===== src/rtl/cap_pkg.sv =====
// package for the counter array capture / 8-bit width modulation module
package cap_pkg;
   // register word offsets on the avalon bus (byte addresses)
   localparam logic [4:0] OFS_CTRL = 5'h00;    // array_control_reg
   localparam logic [4:0] OFS_MODE = 5'h04;    // module_mode_reg
   localparam logic [4:0] OFS_CMPL = 5'h08;    // compare_low_byte / capture low
   localparam logic [4:0] OFS_CMPH = 5'h0C;    // compare_high_byte / capture high
   localparam logic [4:0] OFS_CNT = 5'h10;     // shared counter, read only
   localparam logic [4:0] OFS_IRQ_STAT = 5'h14; // sticky status, read only
   localparam logic [4:0] OFS_IRQ_CLR = 5'h18;  // write one to clear
   localparam logic [4:0] OFS_IRQ_EN = 5'h1C;   // enable
   // array_control_reg fields
   localparam int CTRL_EVT_BIT = 0;   // module_event_flag
   localparam int CTRL_RUN_BIT = 1;   // counter run
   localparam int CTRL_IRQEN_BIT = 2; // array_irq_enable
   localparam int CTRL_PIN_BIT = 3;   // synchronised pin level, read only
   // module_mode_reg fields
   localparam int MODE_WMS_BIT = 1;   // width_mod_select
   localparam int MODE_MFE_BIT = 3;   // match_flag_enable
   localparam int MODE_CFALL_BIT = 4; // capture_on_fall
   localparam int MODE_CRISE_BIT = 5; // capture_on_rise
   localparam int MODE_CEN_BIT = 6;   // comparator_enable
   // status register bits
   localparam int ST_CAP_BIT = 0;
   localparam int ST_MATCH_BIT = 1;
   localparam int ST_OVF_BIT = 2;
   // reset values
   localparam logic [7:0] CTRL_RST = 8'h00;
   localparam logic [7:0] MODE_RST = 8'h00;
   localparam logic [15:0] CNT_RST = 16'h0000;
   localparam logic [7:0] LOW_MAX = 8'hFF;
   localparam logic [31:0] UNMAPPED_RD = 32'h0000_0000;
   // least pin hold in system clocks
   localparam int PIN_HOLD_CYC = 2;
endpackage


===== src/rtl/cap_pin_sync.sv =====
// two-stage synchroniser and edge detector for the module pin
`timescale 1ns/1ps
module cap_pin_sync (
   input wire logic clk_i,
   input wire logic rst_b_i,
   input wire logic pin_i,
   output logic level_o,
   output logic rise_o,
   output logic fall_o
);
   logic meta_r;
   logic sync_r;
   logic prev_r;

   // first stage feeds only the second; edges compare settled samples
   always_ff @(posedge clk_i or negedge rst_b_i) begin
      if (!rst_b_i) begin
         meta_r <= 1'b0;
         sync_r <= 1'b0;
         prev_r <= 1'b0;
      end else begin
         meta_r <= pin_i;
         sync_r <= meta_r;
         prev_r <= sync_r;
      end
   end

   assign level_o = sync_r;
   assign rise_o = sync_r & ~prev_r;
   assign fall_o = ~sync_r & prev_r;
endmodule // cap_pin_sync


===== src/rtl/cap_module.sv =====
// capture and 8-bit width modulation module with avalon register slave
//
// Function
// - a qualifying pin edge copies the 16-bit counter into the capture pair
// - rise and fall select bits choose rising, falling or either edge
// - every capture sets the module event flag
// - a set event flag with interrupts enabled raises the request
// - only a software write clears the event flag, never servicing
// - pin level stays readable so software can tell the edge
// - pin levels shorter than two clocks may be missed
// - in width mode the pin goes high on low byte match
// - in width mode the pin goes low on low byte overflow unless compare high is zero
// - in width mode, on low byte rollover the compare low reloads from compare high
// - width mode needs comparator enable and width select both set
// - with match flag enable, each width match sets the event flag
// - writing low byte clears comparator enable, high byte sets it
// - high fraction is 256 minus compare high over 256
// - comparator enable clear holds the pin output at zero
// - one array interrupt enable gates the array request; irq_o is gated by the enable register
`timescale 1ns/1ps
module cap_module (
   input wire logic clk_i,
   input wire logic rst_b_i,
   input wire logic [4:0] avs_address_i,
   input wire logic avs_read_i,
   input wire logic avs_write_i,
   input wire logic [31:0] avs_writedata_i,
   input wire logic [3:0] avs_byteenable_i,
   output logic [31:0] avs_readdata_o,
   output logic avs_waitrequest_o,
   input wire logic module_io_pin_i,
   output logic module_io_pin_o,
   output logic module_io_pin_oe_o,
   output logic irq_o,
   output logic array_irq_o
);
   ////////////////////////////////////////////////////////////////////////////
   // declarations
   logic [7:0] ctrl_r;
   logic [7:0] mode_r;
   logic [7:0] cmp_low_r;
   logic [7:0] cmp_high_r;
   logic [15:0] cnt_r;
   logic [2:0] irq_stat_r;
   logic [2:0] irq_en_r;
   logic pwm_r;
   logic ack_r;
   logic pin_lvl;
   logic pin_rise;
   logic pin_fall;
   logic wr_hit;
   logic wr_ctrl;
   logic wr_mode;
   logic wr_cmpl;
   logic wr_cmph;
   logic wr_clr;
   logic wr_en;
   logic pwm_mode;
   logic cap_evt;
   logic match_evt;
   logic ovf_evt;
   logic evt_set;
   logic [7:0] cnt_low_nxt;

   // true when a bus write to this offset with byte lane 0 takes effect
   function automatic logic wr_sel(input logic [4:0] a, input logic [4:0] ofs, input logic be0, input logic hit);
      return hit && (a == ofs) && be0;
   endfunction

   ////////////////////////////////////////////////////////////////////////////
   // pin synchroniser
   cap_pin_sync u_sync (
      .clk_i(clk_i),
      .rst_b_i(rst_b_i),
      .pin_i(module_io_pin_i),
      .level_o(pin_lvl),
      .rise_o(pin_rise),
      .fall_o(pin_fall)
   );

   ////////////////////////////////////////////////////////////////////////////
   // avalon slave: one wait cycle, then the access completes
   // waitrequest is high by default and drops for one cycle per access
   // a request raised again right after its answer is simply taken as a new one
   assign wr_hit = avs_write_i && ack_r;
   assign wr_ctrl = wr_sel(avs_address_i, cap_pkg::OFS_CTRL, avs_byteenable_i[0], wr_hit);
   assign wr_mode = wr_sel(avs_address_i, cap_pkg::OFS_MODE, avs_byteenable_i[0], wr_hit);
   assign wr_cmpl = wr_sel(avs_address_i, cap_pkg::OFS_CMPL, avs_byteenable_i[0], wr_hit);
   assign wr_cmph = wr_sel(avs_address_i, cap_pkg::OFS_CMPH, avs_byteenable_i[0], wr_hit);
   assign wr_clr = wr_sel(avs_address_i, cap_pkg::OFS_IRQ_CLR, avs_byteenable_i[0], wr_hit);
   assign wr_en = wr_sel(avs_address_i, cap_pkg::OFS_IRQ_EN, avs_byteenable_i[0], wr_hit);

   // ack toggles so each request sees exactly one low waitrequest edge
   always_ff @(posedge clk_i or negedge rst_b_i) begin
      if (!rst_b_i) begin
         ack_r <= 1'b0;
      end else begin
         ack_r <= (avs_read_i || avs_write_i) && !ack_r;
      end
   end
   // waitrequest is a flop of its own so the bus sees a clean registered level
   always_ff @(posedge clk_i or negedge rst_b_i) begin
      if (!rst_b_i) begin
         avs_waitrequest_o <= 1'b1;
      end else begin
         avs_waitrequest_o <= !((avs_read_i || avs_write_i) && !ack_r);
      end
   end

   // read data is registered while waitrequest is still high
   // so it already stands at the edge where the master sees waitrequest low
   always_ff @(posedge clk_i or negedge rst_b_i) begin
      if (!rst_b_i) begin
         avs_readdata_o <= cap_pkg::UNMAPPED_RD;
      end else if (avs_read_i && !ack_r) begin
         unique case (avs_address_i)
            cap_pkg::OFS_CTRL: avs_readdata_o <= {24'h0, ctrl_r[7:4], pin_lvl, ctrl_r[2:0]};
            cap_pkg::OFS_MODE: avs_readdata_o <= {24'h0, mode_r};
            cap_pkg::OFS_CMPL: avs_readdata_o <= {24'h0, cmp_low_r};
            cap_pkg::OFS_CMPH: avs_readdata_o <= {24'h0, cmp_high_r};
            cap_pkg::OFS_CNT: avs_readdata_o <= {16'h0, cnt_r};
            cap_pkg::OFS_IRQ_STAT: avs_readdata_o <= {29'h0, irq_stat_r};
            cap_pkg::OFS_IRQ_EN: avs_readdata_o <= {29'h0, irq_en_r};
            default: avs_readdata_o <= cap_pkg::UNMAPPED_RD; // unmapped and write-only read zero
         endcase
      end
   end

   ////////////////////////////////////////////////////////////////////////////
   // shared counter
   // the low byte drives both the width compare and the reload
   assign cnt_low_nxt = cnt_r[7:0] + 8'h01;

   // free-running while the run bit is set; wraps from all ones to zero
   always_ff @(posedge clk_i or negedge rst_b_i) begin
      if (!rst_b_i) begin
         cnt_r <= cap_pkg::CNT_RST;
      end else if (ctrl_r[cap_pkg::CTRL_RUN_BIT]) begin
         cnt_r <= cnt_r + 16'h0001;
      end
   end

   ////////////////////////////////////////////////////////////////////////////
   // events
   assign pwm_mode = mode_r[cap_pkg::MODE_CEN_BIT] && mode_r[cap_pkg::MODE_WMS_BIT];
   assign cap_evt = !pwm_mode && ((pin_rise && mode_r[cap_pkg::MODE_CRISE_BIT])
                    || (pin_fall && mode_r[cap_pkg::MODE_CFALL_BIT]));
   assign ovf_evt = ctrl_r[cap_pkg::CTRL_RUN_BIT] && (cnt_r[7:0] == cap_pkg::LOW_MAX);
   // match looks one count ahead so the registered output rises as the
   // counter reaches the compare value; only a running counter can match,
   // which also makes the match flag fire once per period, not every cycle
   assign match_evt = pwm_mode && ctrl_r[cap_pkg::CTRL_RUN_BIT] && (cnt_low_nxt == cmp_low_r);
   assign evt_set = cap_evt || (match_evt && mode_r[cap_pkg::MODE_MFE_BIT]);

   ////////////////////////////////////////////////////////////////////////////
   // array_control_reg: event flag set wins over a software clear
   always_ff @(posedge clk_i or negedge rst_b_i) begin
      if (!rst_b_i) begin
         ctrl_r <= cap_pkg::CTRL_RST;
      end else begin
         if (wr_ctrl) begin
            ctrl_r <= avs_writedata_i[7:0] & 8'h07;
         end
         if (evt_set) begin
            ctrl_r[cap_pkg::CTRL_EVT_BIT] <= 1'b1;
         end
      end
   end

   ////////////////////////////////////////////////////////////////////////////
   // module_mode_reg: compare byte writes steer comparator enable
   always_ff @(posedge clk_i or negedge rst_b_i) begin
      if (!rst_b_i) begin
         mode_r <= cap_pkg::MODE_RST;
      end else if (wr_mode) begin
         mode_r <= avs_writedata_i[7:0];
      end else if (wr_cmpl) begin
         mode_r[cap_pkg::MODE_CEN_BIT] <= 1'b0;
      end else if (wr_cmph) begin
         mode_r[cap_pkg::MODE_CEN_BIT] <= 1'b1;
      end
   end

   ////////////////////////////////////////////////////////////////////////////
   // capture pair / compare bytes
   // a capture outranks a software write in the same cycle
   always_ff @(posedge clk_i or negedge rst_b_i) begin
      if (!rst_b_i) begin
         cmp_low_r <= 8'h00;
         cmp_high_r <= 8'h00;
      end else if (cap_evt) begin
         cmp_low_r <= cnt_r[7:0];
         cmp_high_r <= cnt_r[15:8];
      end else begin
         if (wr_cmph) begin
            cmp_high_r <= avs_writedata_i[7:0];
         end
         if (wr_cmpl) begin
            cmp_low_r <= avs_writedata_i[7:0];
         end else if (pwm_mode && ovf_evt) begin
            cmp_low_r <= cmp_high_r;
         end
      end
   end

   ////////////////////////////////////////////////////////////////////////////
   // width-modulated output; high fraction (256 - high)/256
   // follows: reload at rollover, set at match, clear at next rollover
   // the flop is set one edge early so it is high exactly while the counter
   // shows the compare value up to 0xFF; a compare of 0xFF gives one cycle
   // limitation: a compare high written mid-period only counts from the next rollover
   always_ff @(posedge clk_i or negedge rst_b_i) begin
      if (!rst_b_i) begin
         pwm_r <= 1'b0;
      end else if (!mode_r[cap_pkg::MODE_CEN_BIT]) begin
         pwm_r <= 1'b0;
      end else if (!pwm_mode) begin
         pwm_r <= 1'b0;
      end else if (ovf_evt) begin
         pwm_r <= (cmp_high_r == 8'h00);
      end else if (match_evt) begin
         pwm_r <= 1'b1;
      end
   end

   always_ff @(posedge clk_i or negedge rst_b_i) begin
      if (!rst_b_i) begin
         module_io_pin_o <= 1'b0;
         module_io_pin_oe_o <= 1'b0;
      end else begin
         module_io_pin_o <= pwm_r;
         module_io_pin_oe_o <= pwm_mode;
      end
   end

   ////////////////////////////////////////////////////////////////////////////
   // sticky status, enable and clear; set wins over clear
   // an event in the cycle of its own clear is kept, so none is lost
   always_ff @(posedge clk_i or negedge rst_b_i) begin
      if (!rst_b_i) begin
         irq_stat_r <= 3'h0;
         irq_en_r <= 3'h0;
      end else begin
         irq_stat_r <= (irq_stat_r & ~({3{wr_clr}} & avs_writedata_i[2:0]))
                       | {ovf_evt, match_evt, cap_evt};
         if (wr_en) begin
            irq_en_r <= avs_writedata_i[2:0];
         end
      end
   end

   // the array request follows the flag, gated by the one array enable
   // both requests are registered, so they trail their cause by one clock
   always_ff @(posedge clk_i or negedge rst_b_i) begin
      if (!rst_b_i) begin
         irq_o <= 1'b0;
         array_irq_o <= 1'b0;
      end else begin
         irq_o <= |(irq_stat_r & irq_en_r);
         array_irq_o <= ctrl_r[cap_pkg::CTRL_EVT_BIT] && ctrl_r[cap_pkg::CTRL_IRQEN_BIT];
      end
   end

   ////////////////////////////////////////////////////////////////////////////
   // assertions
   chk_cap_latch: assert property (@(posedge clk_i) disable iff (!rst_b_i)
      cap_evt |=> (cmp_low_r == $past(cnt_r[7:0]) && cmp_high_r == $past(cnt_r[15:8])))
      else $error("capture pair did not take counter");
   chk_edge_select: assert property (@(posedge clk_i) disable iff (!rst_b_i)
      (cap_evt |-> ((pin_rise && mode_r[5]) || (pin_fall && mode_r[4]))))
      else $error("capture on unselected edge");
   chk_flag_set: assert property (@(posedge clk_i) disable iff (!rst_b_i)
      evt_set |=> ctrl_r[0])
      else $error("event flag not set");
   chk_irq_raise: assert property (@(posedge clk_i) disable iff (!rst_b_i)
      (ctrl_r[0] && ctrl_r[2]) |=> array_irq_o)
      else $error("interrupt request missing");
   chk_flag_hold: assert property (@(posedge clk_i) disable iff (!rst_b_i)
      (ctrl_r[0] && !wr_ctrl) |=> ctrl_r[0])
      else $error("event flag lost without write");
   chk_pin_readback: assert property (@(posedge clk_i) disable iff (!rst_b_i)
      avs_read_i && !ack_r && avs_address_i == cap_pkg::OFS_CTRL |=> avs_readdata_o[3] == $past(pin_lvl))
      else $error("pin level not readable");
   chk_pwm_high: assert property (@(posedge clk_i) disable iff (!rst_b_i)
      (match_evt && !ovf_evt) |=> ##1 module_io_pin_o)
      else $error("pin not set on match");
   chk_pwm_low: assert property (@(posedge clk_i) disable iff (!rst_b_i)
      (pwm_mode && ovf_evt && cmp_high_r != 8'h00 && !wr_mode) |=> ##1 !module_io_pin_o)
      else $error("pin not cleared on overflow");
   chk_reload: assert property (@(posedge clk_i) disable iff (!rst_b_i)
      (pwm_mode && ovf_evt && !wr_cmpl) |=> cmp_low_r == $past(cmp_high_r))
      else $error("compare low not reloaded");
   chk_cen_write: assert property (@(posedge clk_i) disable iff (!rst_b_i)
      wr_cmph |=> mode_r[6])
      else $error("high write did not set enable");
   chk_zero_duty: assert property (@(posedge clk_i) disable iff (!rst_b_i)
      !mode_r[6] [*2] |=> !module_io_pin_o)
      else $error("output high with comparator off");
   chk_cnt_step: assert property (@(posedge clk_i) disable iff (!rst_b_i)
      ctrl_r[1] |=> cnt_r == $past(cnt_r) + 16'h0001)
      else $error("counter did not step");

   // capture pair, edge choice, request gating, pin ownership and compare writes
   chk_cap_idle: assert property (@(posedge clk_i) disable iff (!rst_b_i)
      (!cap_evt && !wr_cmpl && !(pwm_mode && ovf_evt)) |=> $stable(cmp_low_r))
      else $error("capture low changed with no cause");
   chk_rise_select: assert property (@(posedge clk_i) disable iff (!rst_b_i)
      (pin_rise && mode_r[cap_pkg::MODE_CRISE_BIT] && !pwm_mode) |-> cap_evt)
      else $error("selected rising edge not captured");
   chk_fall_select: assert property (@(posedge clk_i) disable iff (!rst_b_i)
      (pin_fall && mode_r[cap_pkg::MODE_CFALL_BIT] && !pwm_mode) |-> cap_evt)
      else $error("selected falling edge not captured");
   chk_irq_drop: assert property (@(posedge clk_i) disable iff (!rst_b_i)
      !ctrl_r[cap_pkg::CTRL_EVT_BIT] |=> !array_irq_o)
      else $error("request without event flag");
   chk_irq_gate: assert property (@(posedge clk_i) disable iff (!rst_b_i)
      !ctrl_r[cap_pkg::CTRL_IRQEN_BIT] |=> !array_irq_o)
      else $error("request with array enable off");
   chk_oe_on: assert property (@(posedge clk_i) disable iff (!rst_b_i)
      pwm_mode |=> module_io_pin_oe_o)
      else $error("width mode does not drive pin");
   chk_oe_off: assert property (@(posedge clk_i) disable iff (!rst_b_i)
      !pwm_mode |=> !module_io_pin_oe_o)
      else $error("pin driven outside width mode");
   chk_cen_clear: assert property (@(posedge clk_i) disable iff (!rst_b_i)
      wr_cmpl |=> !mode_r[cap_pkg::MODE_CEN_BIT])
      else $error("low write did not clear enable");
   chk_match_flag: assert property (@(posedge clk_i) disable iff (!rst_b_i)
      (match_evt && mode_r[cap_pkg::MODE_MFE_BIT]) |=> ctrl_r[cap_pkg::CTRL_EVT_BIT])
      else $error("match did not set event flag");
   chk_full_duty: assert property (@(posedge clk_i) disable iff (!rst_b_i)
      (pwm_mode && ovf_evt && cmp_high_r == 8'h00) |=> ##1 module_io_pin_o)
      else $error("zero high byte did not hold pin high");

   cov_capture: cover property (@(posedge clk_i) disable iff (!rst_b_i) cap_evt);
   cov_match: cover property (@(posedge clk_i) disable iff (!rst_b_i) match_evt);
   cov_reload: cover property (@(posedge clk_i) disable iff (!rst_b_i) pwm_mode && ovf_evt);
   cov_irq: cover property (@(posedge clk_i) disable iff (!rst_b_i) array_irq_o);
   // a falling capture shows the either-edge or falling-only setting was reached
   cov_fall_capture: cover property (@(posedge clk_i) disable iff (!rst_b_i) cap_evt && pin_fall);
endmodule // cap_module


===== config.mk =====
export PLATFORM = sky130hd
export DESIGN_NAME = cap_module
export DESIGN_NICKNAME = d
export VERILOG_FILES = /design/src/rtl/cap_pkg.sv /design/src/rtl/cap_pin_sync.sv /design/src/rtl/cap_module.sv
export SDC_FILE = /design/constraint.sdc
export NUM_CORES = 1
export LEC_CHECK = 0
export ABC_CLOCK_PERIOD_IN_PS = 3400
export BUFFER_PORTS_ARGS = -buffer_cell sky130_fd_sc_hd__buf_4
export CELL_PAD_IN_SITES_DETAIL_PLACEMENT = 1
export CELL_PAD_IN_SITES_GLOBAL_PLACEMENT = 1
export CORE_MARGIN = 2
export CORE_UTILIZATION = 35
export CTS_CLUSTER_SIZE = 8
export DETAILED_ROUTE_END_ITERATION = 10
export GPL_TIMING_DRIVEN = 0
export PLACE_DENSITY = 0.64
export SKIP_LAST_GASP = 1
export SYNTH_ARGS = -nofsm -noshare
export SYNTH_HDL_FRONTEND = slang
export SYNTH_SLANG_ARGS = --single-unit

===== constraint.sdc =====
create_clock -name clk_i -period 3.4 [get_ports clk_i]
set_clock_uncertainty 0.15 [all_clocks]
set_input_delay 0 -clock clk_i [delete_from_list [all_inputs] [get_ports clk_i]]
set_output_delay 0 -clock clk_i [all_outputs]
set_load 0.05 [all_outputs]

* Word level (Yosys, flattened, before mapping)
Cells that the tools add are included.
** Cells by class
- Reductions and logical operators :: 38
- Shift operators :: 0
- Equality and inequality tests :: 10
- Multipliers :: 0
- Div/mod/pow operators :: 0
- Multiplexer cells :: 15
- $add $sub $neg :: 2
- Magnitude comparators :: 0
- Bitwise gates (word level) :: 9
** Operator list (count)
- 16-bit one-hot mux with 7 select lines :: 1
- 8-bit 2-to-1 mux :: 5
- 1-bit logical AND :: 25
- 5-bit equality test (second input constant) :: 4
- 16-bit by 1-bit adder with 16-bit output (second input constant) :: 1
- 5-bit by 4-bit equality test with 1-bit output (second input constant) :: 2
- 3-bit AND :: 3
- 1-bit 2-to-1 mux :: 9
- 8-bit by 1-bit adder with 8-bit output (second input constant) :: 1
- 8-bit equality test :: 1
- 8-bit equality test (second input constant) :: 1
- 8-bit logical NOT :: 1
- 3-bit nonzero test :: 2
- 5-bit by 3-bit equality test with 1-bit output (second input constant) :: 1
- 5-bit logical NOT :: 1
- 4-bit by 2-bit inequality test with 1-bit output (second input constant) :: 1
- 2-bit nonzero test :: 2
- 1-bit logical NOT :: 3
- 1-bit logical OR :: 3
- 3-bit NOT :: 1
- 3-bit bitwise OR :: 1
- 3-bit OR reduction :: 1
- 1-bit AND :: 2
- 1-bit NOT :: 2
** Word-level totals
- Memory bits (read-only) :: 0
- Word-level logic and storage cells :: 94
- Bits in latches :: 0
- Register bits after elaboration :: 91
- Memories kept :: 0
- RAM bits :: 0

* Logic depth before layout (Yosys ltp)
Gate-level depths: netlist of the first run.
- Word-level depth :: 7
- Mapped depth :: 7

* Modules after synthesis
Synthesis of the first run repeated with hierarchy kept, for this count alone.
** Unflattened totals
- Cells, all modules :: 369
- Area, all modules :: 3976.3 um^2
** By module, submodules not included
- cap_module :: sequential area each 1803.0 um^2, area each 3886.2 um^2, instances 1, cells an instance 364
- cap_pin_sync :: sequential area each 75.1 um^2, area each 90.1 um^2, instances 1, cells an instance 5

* Worst setup path after synthesis of the first run
OpenSTA, ideal clock, no wires.
- Path kind :: reg2reg
- Start :: register cnt_r[1]
- End :: register cmp_low_r[0]
- Slack :: 1.227 ns
- Arrival time :: 1.895 ns
- Data required time :: 3.123 ns
- Stages on the path, launching flop included :: 7
- Path through :: dfrtp_1 ha_1 and3_1 and3_4 clkbuf_8 a211oi_4 mux2_1
** Between the ends
- Cells in the longest elaborated chain, start to end :: 4
** Ends and longest elaborated chain
- start: declaration :: RTL line cap_module.sv:43 : logic [15:0] cnt_r;
- start signal: assignment :: RTL line cap_module.sv:137 : cnt_r <= cap_pkg::CNT_RST;
- start signal: assignment :: RTL line cap_module.sv:139 : cnt_r <= cnt_r + 16'h0001;
- 8-bit equality test :: RTL line cap_module.sv:148 : assign ovf_evt = ctrl_r[cap_pkg::CTRL_RUN_BIT] && (cnt_r[7:0] == cap_pkg::LOW_MAX);
- 1-bit logical AND :: RTL line cap_module.sv:148
- 1-bit logical AND :: RTL line cap_module.sv:200 : end else if (pwm_mode && ovf_evt) begin
- 3-bit nonzero test (no line)
- end signal: assignment :: RTL line cap_module.sv:192 : cmp_low_r <= cnt_r[7:0];
- end signal: assignment :: RTL line cap_module.sv:199 : cmp_low_r <= avs_writedata_i[7:0];
- end signal: assignment :: RTL line cap_module.sv:201 : cmp_low_r <= cmp_high_r;
- end: declaration :: RTL line cap_module.sv:41 : logic [7:0] cmp_low_r;
No other way between the ends.
A chain may end at the register's enable or synchronous reset.

* Worst setup path in the final report of the first run
- Start :: register cnt_r[1]
- End :: register cmp_low_r[3]
Same word-level chain as after synthesis.

==> results.sh, run 1 <==
export IMPL_max_vdd_ir_drop_uv=233
export IMPL_synth_warnings=0
export IMPL_syn_cell_area_um2=3940
export IMPL_ios=83
export IMPL_dp_hpwl_um=7430
export IMPL_worstMarginPinSlew_ns=0.988
export IMPL_power_density_nw_per_um2=557
export IMPL_tritoncts_clock_tree="done"
export IMPL_crit_path_start_kind="register"
export IMPL_synth_most_common_cell="sky130_fd_sc_hd__dfrtp_1"
export IMPL_ant_nets=0
export IMPL_wl_cell_um=17.6
export IMPL_delay_contributed_by_the_slowest_stage_of_the_critical_path_ns=0.49
export IMPL_routed_via_count=2905
export IMPL_n_antenna_cell=0
export IMPL_min_delay_path_class="input pin to register"
export IMPL_detailedRoute_firstPassIterationCount=4
export IMPL_post_synth_edffs=0
export IMPL_yosys_top_cells_count="sky130_fd_sc_hd__dfrtp_1, sky130_fd_sc_hd__nand2_1, sky130_fd_sc_hd__mux2i_1"
export IMPL_cts_root_buf="sky130_fd_sc_hd__clkbuf_16"
export IMPL_grt_pass1_vias=2999
export IMPL_register_area_um2=1880
export IMPL_std_cell_core_area_um2=10900
export IMPL_grt_antenna_before_repair=0
export IMPL_post_synth_top_area_cell="sky130_fd_sc_hd__dfrtp_1"
export IMPL_max_cap_violations=0
export IMPL_slew_headroom_pct=33.6
export IMPL_first_pass_grt_wire_length_um=16400
export IMPL_wl_um=10100
export IMPL_yosys_most_used_dff="sky130_fd_sc_hd__dfrtp_1"
export IMPL_power_static_leakage_nw=2.33
export IMPL_hold_viol=0
export IMPL_overflow=0
export IMPL_number_of_drc_markers_after_the_initial_detailed_route_iteration=129
export IMPL_tritoncts_buffers=9
export IMPL_synthesis_instances=352
export IMPL_routabilityCongestion=0.813
export IMPL_worst_path_required_ns=3.47
export IMPL_die_w_um=110
export IMPL_initial_core_utilization_pct=36.0
export IMPL_timing_critical_path_to_type="register"
export IMPL_grt_start_max_net_pins=76
export IMPL_cp_arrival_ns=2.52
export IMPL_cts_htree_levels=3
export IMPL_outcome="completed"
export IMPL_path_cells="ha_1 > and3_1 > and3_4 > clkbuf_8 > a211oi_4 > mux2_1"
export IMPL_global_route_usage_total_pct=17.9
export IMPL_area_growth_syn_to_layout_pct=23.8
export IMPL_min_tclk_post_route_ns=2.45
export IMPL_finalSetupTns_ns=0
export IMPL_std_cell_rows=38
export IMPL_die_area_um2=12100
export IMPL_drive_gt1_share_pct=25.6
export IMPL_synth_async_reset_ratio_pct=100
export IMPL_post_route_cell_area_um2=4880
export IMPL_io_buffer_count=35
export IMPL_drc=0
export IMPL_avgViaCountPerCell=5.07
export IMPL_clkTransAtPathRegs_ns=0.06
export IMPL_nFillCells=1212
export IMPL_final_period_utilization_pct=72.2
export IMPL_synth_top_cells_by_area="sky130_fd_sc_hd__dfrtp_1, sky130_fd_sc_hd__mux2i_1, sky130_fd_sc_hd__mux2_2"
export IMPL_timing_final_max_slew_violations=0
export IMPL_syn_area_per_cell_um2=11.2
export IMPL_die_y_um=110
export IMPL_yosys_cell_types_count=61
export IMPL_maxClockFrequency_mhz=407
export IMPL_multiInputGateArea_um2=1810
export IMPL_ys_seq_area_share_pct=47.7
export IMPL_crit_slowest_cell="sky130_fd_sc_hd__a211oi_4"
export IMPL_final_setup_viol_count=0
export IMPL_final_net_count=475
export IMPL_path_class="register to register"
export IMPL_synth_largest_type_area_fraction_pct=47.0
export IMPL_ys_ff_latch=75
export IMPL_maximum_number_of_buffers_from_clock_root_to_sink=2
export IMPL_placed_cell_area_um2=4440
export IMPL_insertion_delay_ns=0.34
export IMPL_post_cts_resize_count=0
export IMPL_cp_max_fo=8
export IMPL_cts_num_sinks=75
export IMPL_unrepaired_setup_endpoints_after_global_routing="false"
[final cells by class]
cell class / instances / share of cell area, %
plain buffers: 38 / 6.15
clock buffers: 11 / 4.77
clock inverters: 5 / 1.15
inverters: 5 / 0.385
multi-input cells: 249 / 37.0
flip-flops and latches: 75 / 38.5
well taps: 140 / 3.59
repair buffers: 50 / 8.46
[what timing repair did]
action,4_1_cts,5_1_grt
buffers inserted,0,0
hold buffers,14,1
hold endpoints to repair,109,8
[metal layers]
metal | wire length [um] | vias up | global-route usage (%)
li1 | - | 1381 | -
met1 | 4970 | 1476 | 24.9
met2 | 4730 | 41 | 28.7
met3 | 286 | 7 | 3.70
met4 | 75 | 0 | 4.38
met5 | 0 | - | 0
[registers in the layout, summed over array words and instances (netlist names), 3 cells and up]
register / flops
irq_stat_r: 3
cmp_low_r: 8
irq_en_r: 3
avs_readdata_o: 16
mode_r: 8
cmp_high_r: 8
ctrl_r: 3
cnt_r: 16
[metrics by stage]
step                power (mW)  util [%]  hold slack (ns)  setup slack (ns)  instances
floorplan                 1.60         -           -0.446              1.23        367
global route              2.87      44.6           0.0287             0.788        573
CTS                       2.75      44.5          0.00467             0.916        572
detailed placement        1.79      40.6          -0.0387             0.926        542
finish                    2.72      44.6           0.0125             0.945        573
global placement          1.77      40.6          -0.0401             0.942        542
[power breakdown]
part           switching, mW  internal (mW)  total [mW]
logic                  0.313          0.269       0.582
clock network          0.367          0.567       0.935
registers              0.161           1.04        1.20
[kinds of logic (layout without fill, tap and decap cells)]
kind of cell	count (synthesis)	in the layout	synth area share (%)
compound gates	66	66	12.7
xor+xnor	24	24	5.33
fa+ha+maj	1	1	0.317
buf+inv	43	109	8.10
flops	75	75	47.7
mux	42	42	11.4
other cells	1	16	0.0951
simple gates	100	100	14.4
[worst max-delay path, delay by kind of cell, from the launching register on]
family	cells	cell delay, ns
mux	1	0.38
buf+inv	1	0.16
fa+ha+maj	1	0.30
compound gates	1	0.49
flops	1	0.47
simple gates	2	0.39
[path summary, 6_finish.rpt]
path / startpoint / endpoint / slack (ns) / cells past startpoint
max in group asynchronous: rst_b_i / cnt_r[8]$_DFFE_PN0P_ / 2.27 / 2
hold / removal: avs_address_i[3] / mode_r[4]$_DFFE_PN0P_ / 0.01 / 3
min in group asynchronous: rst_b_i / cnt_r[0]$_DFFE_PN0P_ / 0.22 / 2
hold reg to reg: u_sync.meta_r$_DFF_PN0_ / u_sync.level_o$_DFF_PN0_ / 0.21 / 0
setup / recovery: cnt_r[1]$_DFFE_PN0P_ / cmp_low_r[3]$_DFFE_PN0P_ / 0.95 / 6
setup reg to reg: cnt_r[1]$_DFFE_PN0P_ / cmp_low_r[3]$_DFFE_PN0P_ / 0.95 / 6
[cells in the final DEF, fill, tap and decap left out, types with 3 or more instances in the layout]
master | Yosys | routed
sky130_fd_sc_hd__a2bb2oi_1 | 3 | 3
sky130_fd_sc_hd__nand3_1 | 10 | 10
sky130_fd_sc_hd__mux2_2 | 14 | 14
sky130_fd_sc_hd__dfrtp_1 | 74 | 74
sky130_fd_sc_hd__mux2_1 | 9 | 9
sky130_fd_sc_hd__xnor2_1 | 15 | 15
sky130_fd_sc_hd__clkbuf_8 | 3 | 3
sky130_fd_sc_hd__nand2_1 | 33 | 33
sky130_fd_sc_hd__dlygate4sd3_1 | 0 | 15
sky130_fd_sc_hd__clkbuf_16 | 0 | 9
sky130_fd_sc_hd__and2_1 | 4 | 4
sky130_fd_sc_hd__nor2_1 | 9 | 9
sky130_fd_sc_hd__nor3_1 | 6 | 6
sky130_fd_sc_hd__and4_1 | 4 | 4
sky130_fd_sc_hd__o21ai_1 | 4 | 4
sky130_fd_sc_hd__buf_4 | 18 | 53
sky130_fd_sc_hd__xor2_1 | 9 | 9
sky130_fd_sc_hd__and3_1 | 4 | 4
sky130_fd_sc_hd__conb_1 | 1 | 16
sky130_fd_sc_hd__inv_1 | 5 | 5
sky130_fd_sc_hd__nand4_1 | 4 | 4
sky130_fd_sc_hd__o21ai_0 | 13 | 13
sky130_fd_sc_hd__mux2i_1 | 19 | 19
sky130_fd_sc_hd__a22oi_1 | 16 | 16
sky130_fd_sc_hd__nor4_1 | 4 | 3
sky130_fd_sc_hd__buf_2 | 7 | 7
sky130_fd_sc_hd__a22o_1 | 16 | 16
sky130_fd_sc_hd__clkbuf_1 | 6 | 8
sky130_fd_sc_hd__a21o_1 | 3 | 3
sky130_fd_sc_hd__buf_6 | 3 | 3
Power figures use the tool's default switching activity.
==> run 2: changes to the inputs <==
--- a/config.mk
+++ b/config.mk
@@ -5,7 +5,8 @@
 export SDC_FILE = /design/constraint.sdc
 export NUM_CORES = 1
 export LEC_CHECK = 0
-export ABC_CLOCK_PERIOD_IN_PS = 3400
+export ABC_AREA = 1
+export ABC_CLOCK_PERIOD_IN_PS = 2009
 export BUFFER_PORTS_ARGS = -buffer_cell sky130_fd_sc_hd__buf_4
 export CELL_PAD_IN_SITES_DETAIL_PLACEMENT = 1
 export CELL_PAD_IN_SITES_GLOBAL_PLACEMENT = 1
@@ -14,7 +15,7 @@
 export CTS_CLUSTER_SIZE = 8
 export DETAILED_ROUTE_END_ITERATION = 10
 export GPL_TIMING_DRIVEN = 0
-export PLACE_DENSITY = 0.64
+export PLACE_DENSITY = 0.71
 export SKIP_LAST_GASP = 1
 export SYNTH_ARGS = -nofsm -noshare
 export SYNTH_HDL_FRONTEND = slang
==> constraint.sdc (replaced) <==
create_clock -name clk_i -period 2.01 [get_ports clk_i]
set_clock_uncertainty 0.15 [all_clocks]
set_input_delay 0 -clock clk_i [delete_from_list [all_inputs] [get_ports clk_i]]
set_output_delay 0 -clock clk_i [all_outputs]
set_load 0.05 [all_outputs]
==> results.sh, run 2 <==
export IMPL_outcome="finished with violations"
export IMPL_failed_checks="negative hold slack"
export IMPL_number_of_stages_on_the_worst_hold_path=5
export IMPL_synthesis_instances=496
export IMPL_synth_async_reset_ratio_pct=100
export IMPL_post_synth_edffs=0
export IMPL_wl_um=12100
export IMPL_hold_ws_ns=-0.00250
export IMPL_final_setup_viol_count=0
export IMPL_synth_top_cells_by_area="sky130_fd_sc_hd__dfrtp_1, sky130_fd_sc_hd__nand2_1, sky130_fd_sc_hd__inv_1"
export IMPL_post_synth_top_area_cell="sky130_fd_sc_hd__dfrtp_1"
export IMPL_maximum_number_of_buffers_from_clock_root_to_sink=2
export IMPL_nFillCells=1395
export IMPL_unrepaired_setup_endpoints_after_global_routing="true"
export IMPL_std_cell_rows=39
export IMPL_area_growth_syn_to_layout_pct=28.4
export IMPL_initial_core_utilization_pct=35.6
export IMPL_grt_start_max_net_pins=76
export IMPL_timing_critical_path_to_type="register"
export IMPL_clkTransAtPathRegs_ns=0.06
export IMPL_synth_most_common_cell="sky130_fd_sc_hd__nand2_1"
export IMPL_insertion_delay_ns=0.34
export IMPL_yosys_cell_types_count=42
export IMPL_worst_path_required_ns=2.14
export IMPL_max_cap_violations=0
export IMPL_routabilityCongestion=0.863
export IMPL_final_common_cell="sky130_fd_sc_hd__nand2_1"
export IMPL_maxClockFrequency_mhz=519
export IMPL_cp_max_fo=6
export IMPL_crit_reg2reg_capture="cmp_low_r[4]$_DFFE_PN0P_"
export IMPL_yosys_most_used_dff="sky130_fd_sc_hd__dfrtp_1"
export IMPL_drive_gt1_share_pct=22.7
export IMPL_io_buffer_count=38
export IMPL_setup_slack_ns=0.0822
export IMPL_final_core_utilization_pct=45.7
export IMPL_cts_num_sinks=75
export IMPL_min_tclk_post_route_ns=1.93
export IMPL_yosys_top_cells_count="sky130_fd_sc_hd__nand2_1, sky130_fd_sc_hd__dfrtp_1, sky130_fd_sc_hd__inv_1"
export IMPL_synth_warnings=0
export IMPL_total_power_mw=5.26
export IMPL_dp_hpwl_um=8970
export IMPL_ant_nets=0
export IMPL_die_y_um=111
export IMPL_final_period_utilization_pct=95.9
export IMPL_global_route_usage_total_pct=20.3
export IMPL_detailedPlace_worstSlack_ns=-0.141
export IMPL_power_static_leakage_nw=2.52
export IMPL_std_cell_core_area_um2=11300
export IMPL_reg_largest_list="avs_readdata_o x16, cnt_r x16"
export IMPL_synth_largest_type_area_fraction_pct=46.0
export IMPL_min_delay_path_class="input pin to register"
export IMPL_cts_htree_levels=3
export IMPL_worstMarginPinSlew_ns=0.997
export IMPL_finalSetupTns_ns=0
export IMPL_tritoncts_clock_tree="done"
export IMPL_cp_arrival_ns=2.05
export IMPL_most_common_layout_cells="sky130_fd_sc_hd__nand2_1, sky130_fd_sc_hd__dfrtp_1, sky130_fd_sc_hd__buf_4"
export IMPL_ys_seq_area_share_pct=46.6
export IMPL_ios=83
export IMPL_cts_root_buf="sky130_fd_sc_hd__clkbuf_16"
export IMPL_slew_headroom_pct=33.5
export IMPL_ys_ff_latch=75
export IMPL_grt_pass1_vias=3867
export IMPL_timing_final_max_slew_violations=0
export IMPL_syn_cell_area_um2=4030
export IMPL_first_pass_grt_wire_length_um=19900
export IMPL_hold_end="mode_r[3]$_DFFE_PN0P_"
export IMPL_rr_worst_depth=7
export IMPL_hold_viol=1
export IMPL_power_density_nw_per_um2=1020
export IMPL_worst_r2r_setup_slack_ns=0.12
export IMPL_max_vdd_ir_drop_uv=575
export IMPL_wl_cell_um=16.5
export IMPL_avgViaCountPerCell=4.95
export IMPL_die_w_um=111
export IMPL_worstReg2RegStart="mode_r[6]$_DFFE_PN0P_"
export IMPL_path_class="input pin to register"
export IMPL_crit_path_start_kind="input pin"
export IMPL_syn_area_per_cell_um2=8.12
export IMPL_drc=0
export IMPL_die_area_um2=12400
export IMPL_n_antenna_cell=0
export IMPL_number_of_drc_markers_after_the_initial_detailed_route_iteration=153
export IMPL_final_net_count=633
export IMPL_overflow=0
export IMPL_detailedRoute_firstPassIterationCount=4
export IMPL_tritoncts_buffers=9
export IMPL_routed_via_count=3634
export IMPL_worst_hold_startpoint="avs_byteenable_i[0]"
export IMPL_grt_antenna_before_repair=0
[run 2: final cells by class]
class / count / area [um^2] / area share, %
flip-flops and latches: 75 / 1880 / 36.3
multi-input cells: 341 / 1810 / 34.9
repair buffers: 64 / 538 / 10.4
inverters: 69 / 267 / 5.15
clock buffers: 11 / 253 / 4.89
well taps: 143 / 179 / 3.46
plain buffers: 26 / 175 / 3.39
clock inverters: 5 / 75.1 / 1.45
[run 2: worst max-delay path by stage]
stage | startpoint | endpoint | slack (ns) | depth (start not counted)
after CTS | cnt_r[0]$_DFFE_PN0P_ | ctrl_r[0]$_DFFE_PN0P_ | 0.03 | 8
after global routing | mode_r[6]$_DFFE_PN0P_ | cmp_low_r[4]$_DFFE_PN0P_ | -0.006 | 7
after detailed placement | cnt_r[0]$_DFFE_PN0P_ | cmp_low_r[2]$_DFFE_PN0P_ | -0.14 | 11
after global placement | cnt_r[0]$_DFFE_PN0P_ | cmp_low_r[4]$_DFFE_PN0P_ | -0.10 | 11
after floorplan | cnt_r[0]$_DFFE_PN0P_ | cmp_low_r[4]$_DFFE_PN0P_ | 0.22 | 11
final | avs_address_i[2] | mode_r[7]$_DFFE_PN0P_ | 0.08 | 9
[run 2: report_power, final]
group	internal, mW	switching (mW)	leakage, nW
clock network	1.15	0.641	0.165
logic	0.496	0.962	1.40
registers	1.76	0.253	0.953
[run 2: kinds of logic after synthesis]
kind of cell / share of synthesized area [%]
other cells: 0.0931
simple gates: 26.5
fa+ha+maj: 0.311
compound gates: 13.3
buf+inv: 11.0
flops: 46.6
xor+xnor: 2.17
[run 2: repair_timing]
action,in CTS,in global routing
endpoints found under the hold margin,114,0
hold buffers,18,0
gates resized for setup,2,6
pin swaps,1,3
cloned,0,0
setup buffers,2,6
endpoints found under the setup margin,12,16
[run 2: worst max-delay path, stage by stage]
cell	delay, ns
sky130_fd_sc_hd__dlygate4sd3_1	0.53
sky130_fd_sc_hd__buf_4	0.13
sky130_fd_sc_hd__inv_1	0.06
sky130_fd_sc_hd__nor3_4	0.26
sky130_fd_sc_hd__nand2_2	0.14
sky130_fd_sc_hd__nor2_4	0.23
sky130_fd_sc_hd__nand2_1	0.08
sky130_fd_sc_hd__dlygate4sd3_1	0.56
sky130_fd_sc_hd__nand2_1	0.06
[run 2: metrics by stage]
stage / cells / area (um^2)
final: 734 / 5170
after global routing: 734 / 5170
after CTS: 728 / 5090
after detailed placement: 692 / 4550
after global placement: 692 / 4550
after floorplan: 511 / 4080
[run 2: per-layer routing]
layer	share of wire (%)	wire length (um)	global-route usage (%)	up-vias
met3	3.6	433	3.55	19
met2	50	6110	35.7	68
met1	44	5360	25.9	1791
met4	1.8	218	5.60	0
li1	-	-	-	1756
met5	0	0	0	-
==> run 3: changes to the inputs <==
--- a/config.mk
+++ b/config.mk
@@ -5,17 +5,15 @@
 export SDC_FILE = /design/constraint.sdc
 export NUM_CORES = 1
 export LEC_CHECK = 0
-export ABC_AREA = 1
 export ABC_CLOCK_PERIOD_IN_PS = 2009
 export BUFFER_PORTS_ARGS = -buffer_cell sky130_fd_sc_hd__buf_4
 export CELL_PAD_IN_SITES_DETAIL_PLACEMENT = 1
 export CELL_PAD_IN_SITES_GLOBAL_PLACEMENT = 1
-export CORE_MARGIN = 2
 export CORE_UTILIZATION = 35
 export CTS_CLUSTER_SIZE = 8
 export DETAILED_ROUTE_END_ITERATION = 10
 export GPL_TIMING_DRIVEN = 0
-export PLACE_DENSITY = 0.71
+export PLACE_DENSITY = 0.67
 export SKIP_LAST_GASP = 1
 export SYNTH_ARGS = -nofsm -noshare
 export SYNTH_HDL_FRONTEND = slang
==> results.sh, run 3 (synthesis gave the netlist of run 1 again) <==
export IMPL_post_route_cell_area_um2=5020
export IMPL_ant_nets=0
export IMPL_detailedRoute_firstPassIterationCount=4
export IMPL_min_tclk_post_route_ns=2.02
export IMPL_outcome="finished with violations"
export IMPL_std_cell_rows=38
export IMPL_drive_gt1_share_pct=33.2
export IMPL_std_cell_core_area_um2=10900
export IMPL_insertion_delay_ns=0.35
export IMPL_seq_power_share_pct=44.9
export IMPL_crit_path_start_kind="register"
export IMPL_slew_headroom_pct=27.6
export IMPL_drc=0
export IMPL_grt_pass1_vias=3192
export IMPL_maximum_number_of_buffers_from_clock_root_to_sink=2
export IMPL_power_density_nw_per_um2=903
export IMPL_unrepaired_setup_endpoints_after_global_routing="true"
export IMPL_timing_final_max_slew_violations=0
export IMPL_die_w_um=108
export IMPL_setup_slack_ns=-0.0101
export IMPL_routabilityCongestion=0.830
export IMPL_n_antenna_cell=0
export IMPL_final_period_utilization_pct=101
export IMPL_final_common_cell="sky130_fd_sc_hd__dfrtp_1"
export IMPL_final_setup_viol_count=1
export IMPL_cp_max_fo=3
export IMPL_path_class="register to register"
export IMPL_power_static_leakage_nw=2.41
export IMPL_reg_largest_list="avs_readdata_o x16, cnt_r x16"
export IMPL_final_net_count=485
export IMPL_hold_viol=0
export IMPL_avgViaCountPerCell=5.20
export IMPL_maxClockFrequency_mhz=495
export IMPL_most_common_layout_cells="sky130_fd_sc_hd__dfrtp_1, sky130_fd_sc_hd__buf_4, sky130_fd_sc_hd__nand2_1"
export IMPL_power_internal_mw=3.00
export IMPL_wl_cell_um=18.8
export IMPL_tritoncts_buffers=9
export IMPL_number_of_drc_markers_after_the_initial_detailed_route_iteration=130
export IMPL_worst_path_required_ns=2.09
export IMPL_power_share_combinational_pct=28.2
export IMPL_timing_critical_path_max_delay_family="flip-flops"
export IMPL_max_cap_violations=0
export IMPL_dp_hpwl_um=7690
export IMPL_cts_htree_levels=3
export IMPL_first_pass_grt_wire_length_um=17500
export IMPL_timing_critical_path_to_type="register"
export IMPL_worstMarginPinSlew_ns=1.08
export IMPL_ios=83
export IMPL_die_y_um=108
export IMPL_global_route_usage_total_pct=20.1
export IMPL_delay_contributed_by_the_slowest_stage_of_the_critical_path_ns=0.42
export IMPL_placed_cell_area_um2=4470
export IMPL_failed_checks="negative setup slack"
export IMPL_path_cells="ha_4 > and3_4 > and3_4 > a211oi_4 > buf_6 > mux2_1"
export IMPL_clkTransAtPathRegs_ns=0.08
export IMPL_cts_root_buf="sky130_fd_sc_hd__clkbuf_8"
export IMPL_die_area_um2=11700
export IMPL_area_growth_syn_to_layout_pct=27.4
export IMPL_max_vdd_ir_drop_uv=310
export IMPL_worst_r2r_setup_slack_ns=-0.01
export IMPL_hold_ws_ns=0.0117
export IMPL_cts_num_sinks=75
export IMPL_detailedPlace_worstSlack_ns=-0.328
export IMPL_io_buffer_count=35
export IMPL_routed_via_count=3033
export IMPL_min_delay_path_class="input pin to register"
export IMPL_crit_slowest_cell="sky130_fd_sc_hd__dfrtp_1"
export IMPL_net_switching_power_mw=1.53
export IMPL_tritoncts_clock_tree="done"
export IMPL_grt_start_max_net_pins=76
export IMPL_overflow=0
export IMPL_crit_path_frequent_cell="sky130_fd_sc_hd__and3_4"
export IMPL_wl_um=11000
export IMPL_worstPathBufferInverterCount=1
export IMPL_grt_antenna_before_repair=0
export IMPL_switching_share_pct=33.8
export IMPL_cp_arrival_ns=2.10
export IMPL_initial_core_utilization_pct=36.2
export IMPL_clock_power_share_pct=26.9
==> run 3: changes by cell type in the layout (fill, tap and decap cells not counted), moves of 16 or more <==
cell	previous run	this run
sky130_fd_sc_hd__nand2_1	145	33
sky130_fd_sc_hd__inv_1	54	5
sky130_fd_sc_hd__mux2i_1	0	19
sky130_fd_sc_hd__o21ai_0	30	13
sky130_fd_sc_hd__a22o_1	0	16
==> run 3: power by group through the flow <==
stage                     Sequential [mW]  Clock (mW)  Combinational [mW]
final                                2.03        1.22                1.28
after global routing                 2.07        1.31                1.39
after CTS                            2.03        1.25                1.18
after detailed placement             2.08           0                1.03
after global placement               2.06           0               0.979
after floorplan                      2.00           0               0.741
==> run 3: routing by layer <==
metal	vias to the layer above	GRT usage [%]	share of wire, %
met3	6	2.47	4.1
met5	-	0	0
met2	68	33.7	50
met1	1559	26.9	45
li1	1400	-	-
met4	0	6.36	0.73
==> run 3: path summary, 6_finish.rpt <==
| path | end | from | depth (start not counted) |
|---|---|---|---|
| setup / recovery | cmp_low_r[7]$_DFFE_PN0P_ | cnt_r[0]$_DFFE_PN0P_ | 6 |
| hold / removal | mode_r[6]$_DFFE_PN0P_ | avs_address_i[3] | 4 |
| setup reg to reg | cmp_low_r[7]$_DFFE_PN0P_ | cnt_r[0]$_DFFE_PN0P_ | 6 |
| hold reg to reg | u_sync.level_o$_DFF_PN0_ | u_sync.meta_r$_DFF_PN0_ | 0 |
| max in group asynchronous | cnt_r[1]$_DFFE_PN0P_ | rst_b_i | 2 |
| min in group asynchronous | ctrl_r[1]$_DFFE_PN0P_ | rst_b_i | 2 |
==> run 3: timing repair <==
item,CTS,global route
hold buffers,15,0
pin swaps,3,3
buffers inserted,10,3
gates resized for setup,11,17
endpoints found under the hold margin,109,0
endpoints found under the setup margin,23,18
==> run 3: cell type report <==
cell class	count	area (um^2)
Clock buffer	11	141
Clock inverter	5	62.6
Tap cell	140	175
Timing Repair Buffer	64	526
Inverter	5	18.8
Multi-Input combinational cell	249	1930
Fill cell	1187	5870
Buffer	34	285
Sequential cell	75	1880
==> run 3: worst register-to-register path, delay by kind of cell, from the launching register on <==
kind	cells	cell delay (ns)
flops	1	0.42
buf+inv	1	0.17
compound gates	1	0.30
fa+ha+maj	1	0.18
simple gates	2	0.36
mux	1	0.32
==> run 3: metrics by stage <==
step | setup TNS [ns] | std cells | power, mW | util (%)
floorplan | -0.615 | 367 | 2.74 | -
global placement | -9.25 | 542 | 3.04 | 40.9
detailed placement | -4.91 | 543 | 3.10 | 41.1
CTS | -0.00729 | 581 | 4.46 | 45.3
global route | -0.264 | 583 | 4.77 | 46.1
finish | -0.0101 | 583 | 4.53 | 46.1
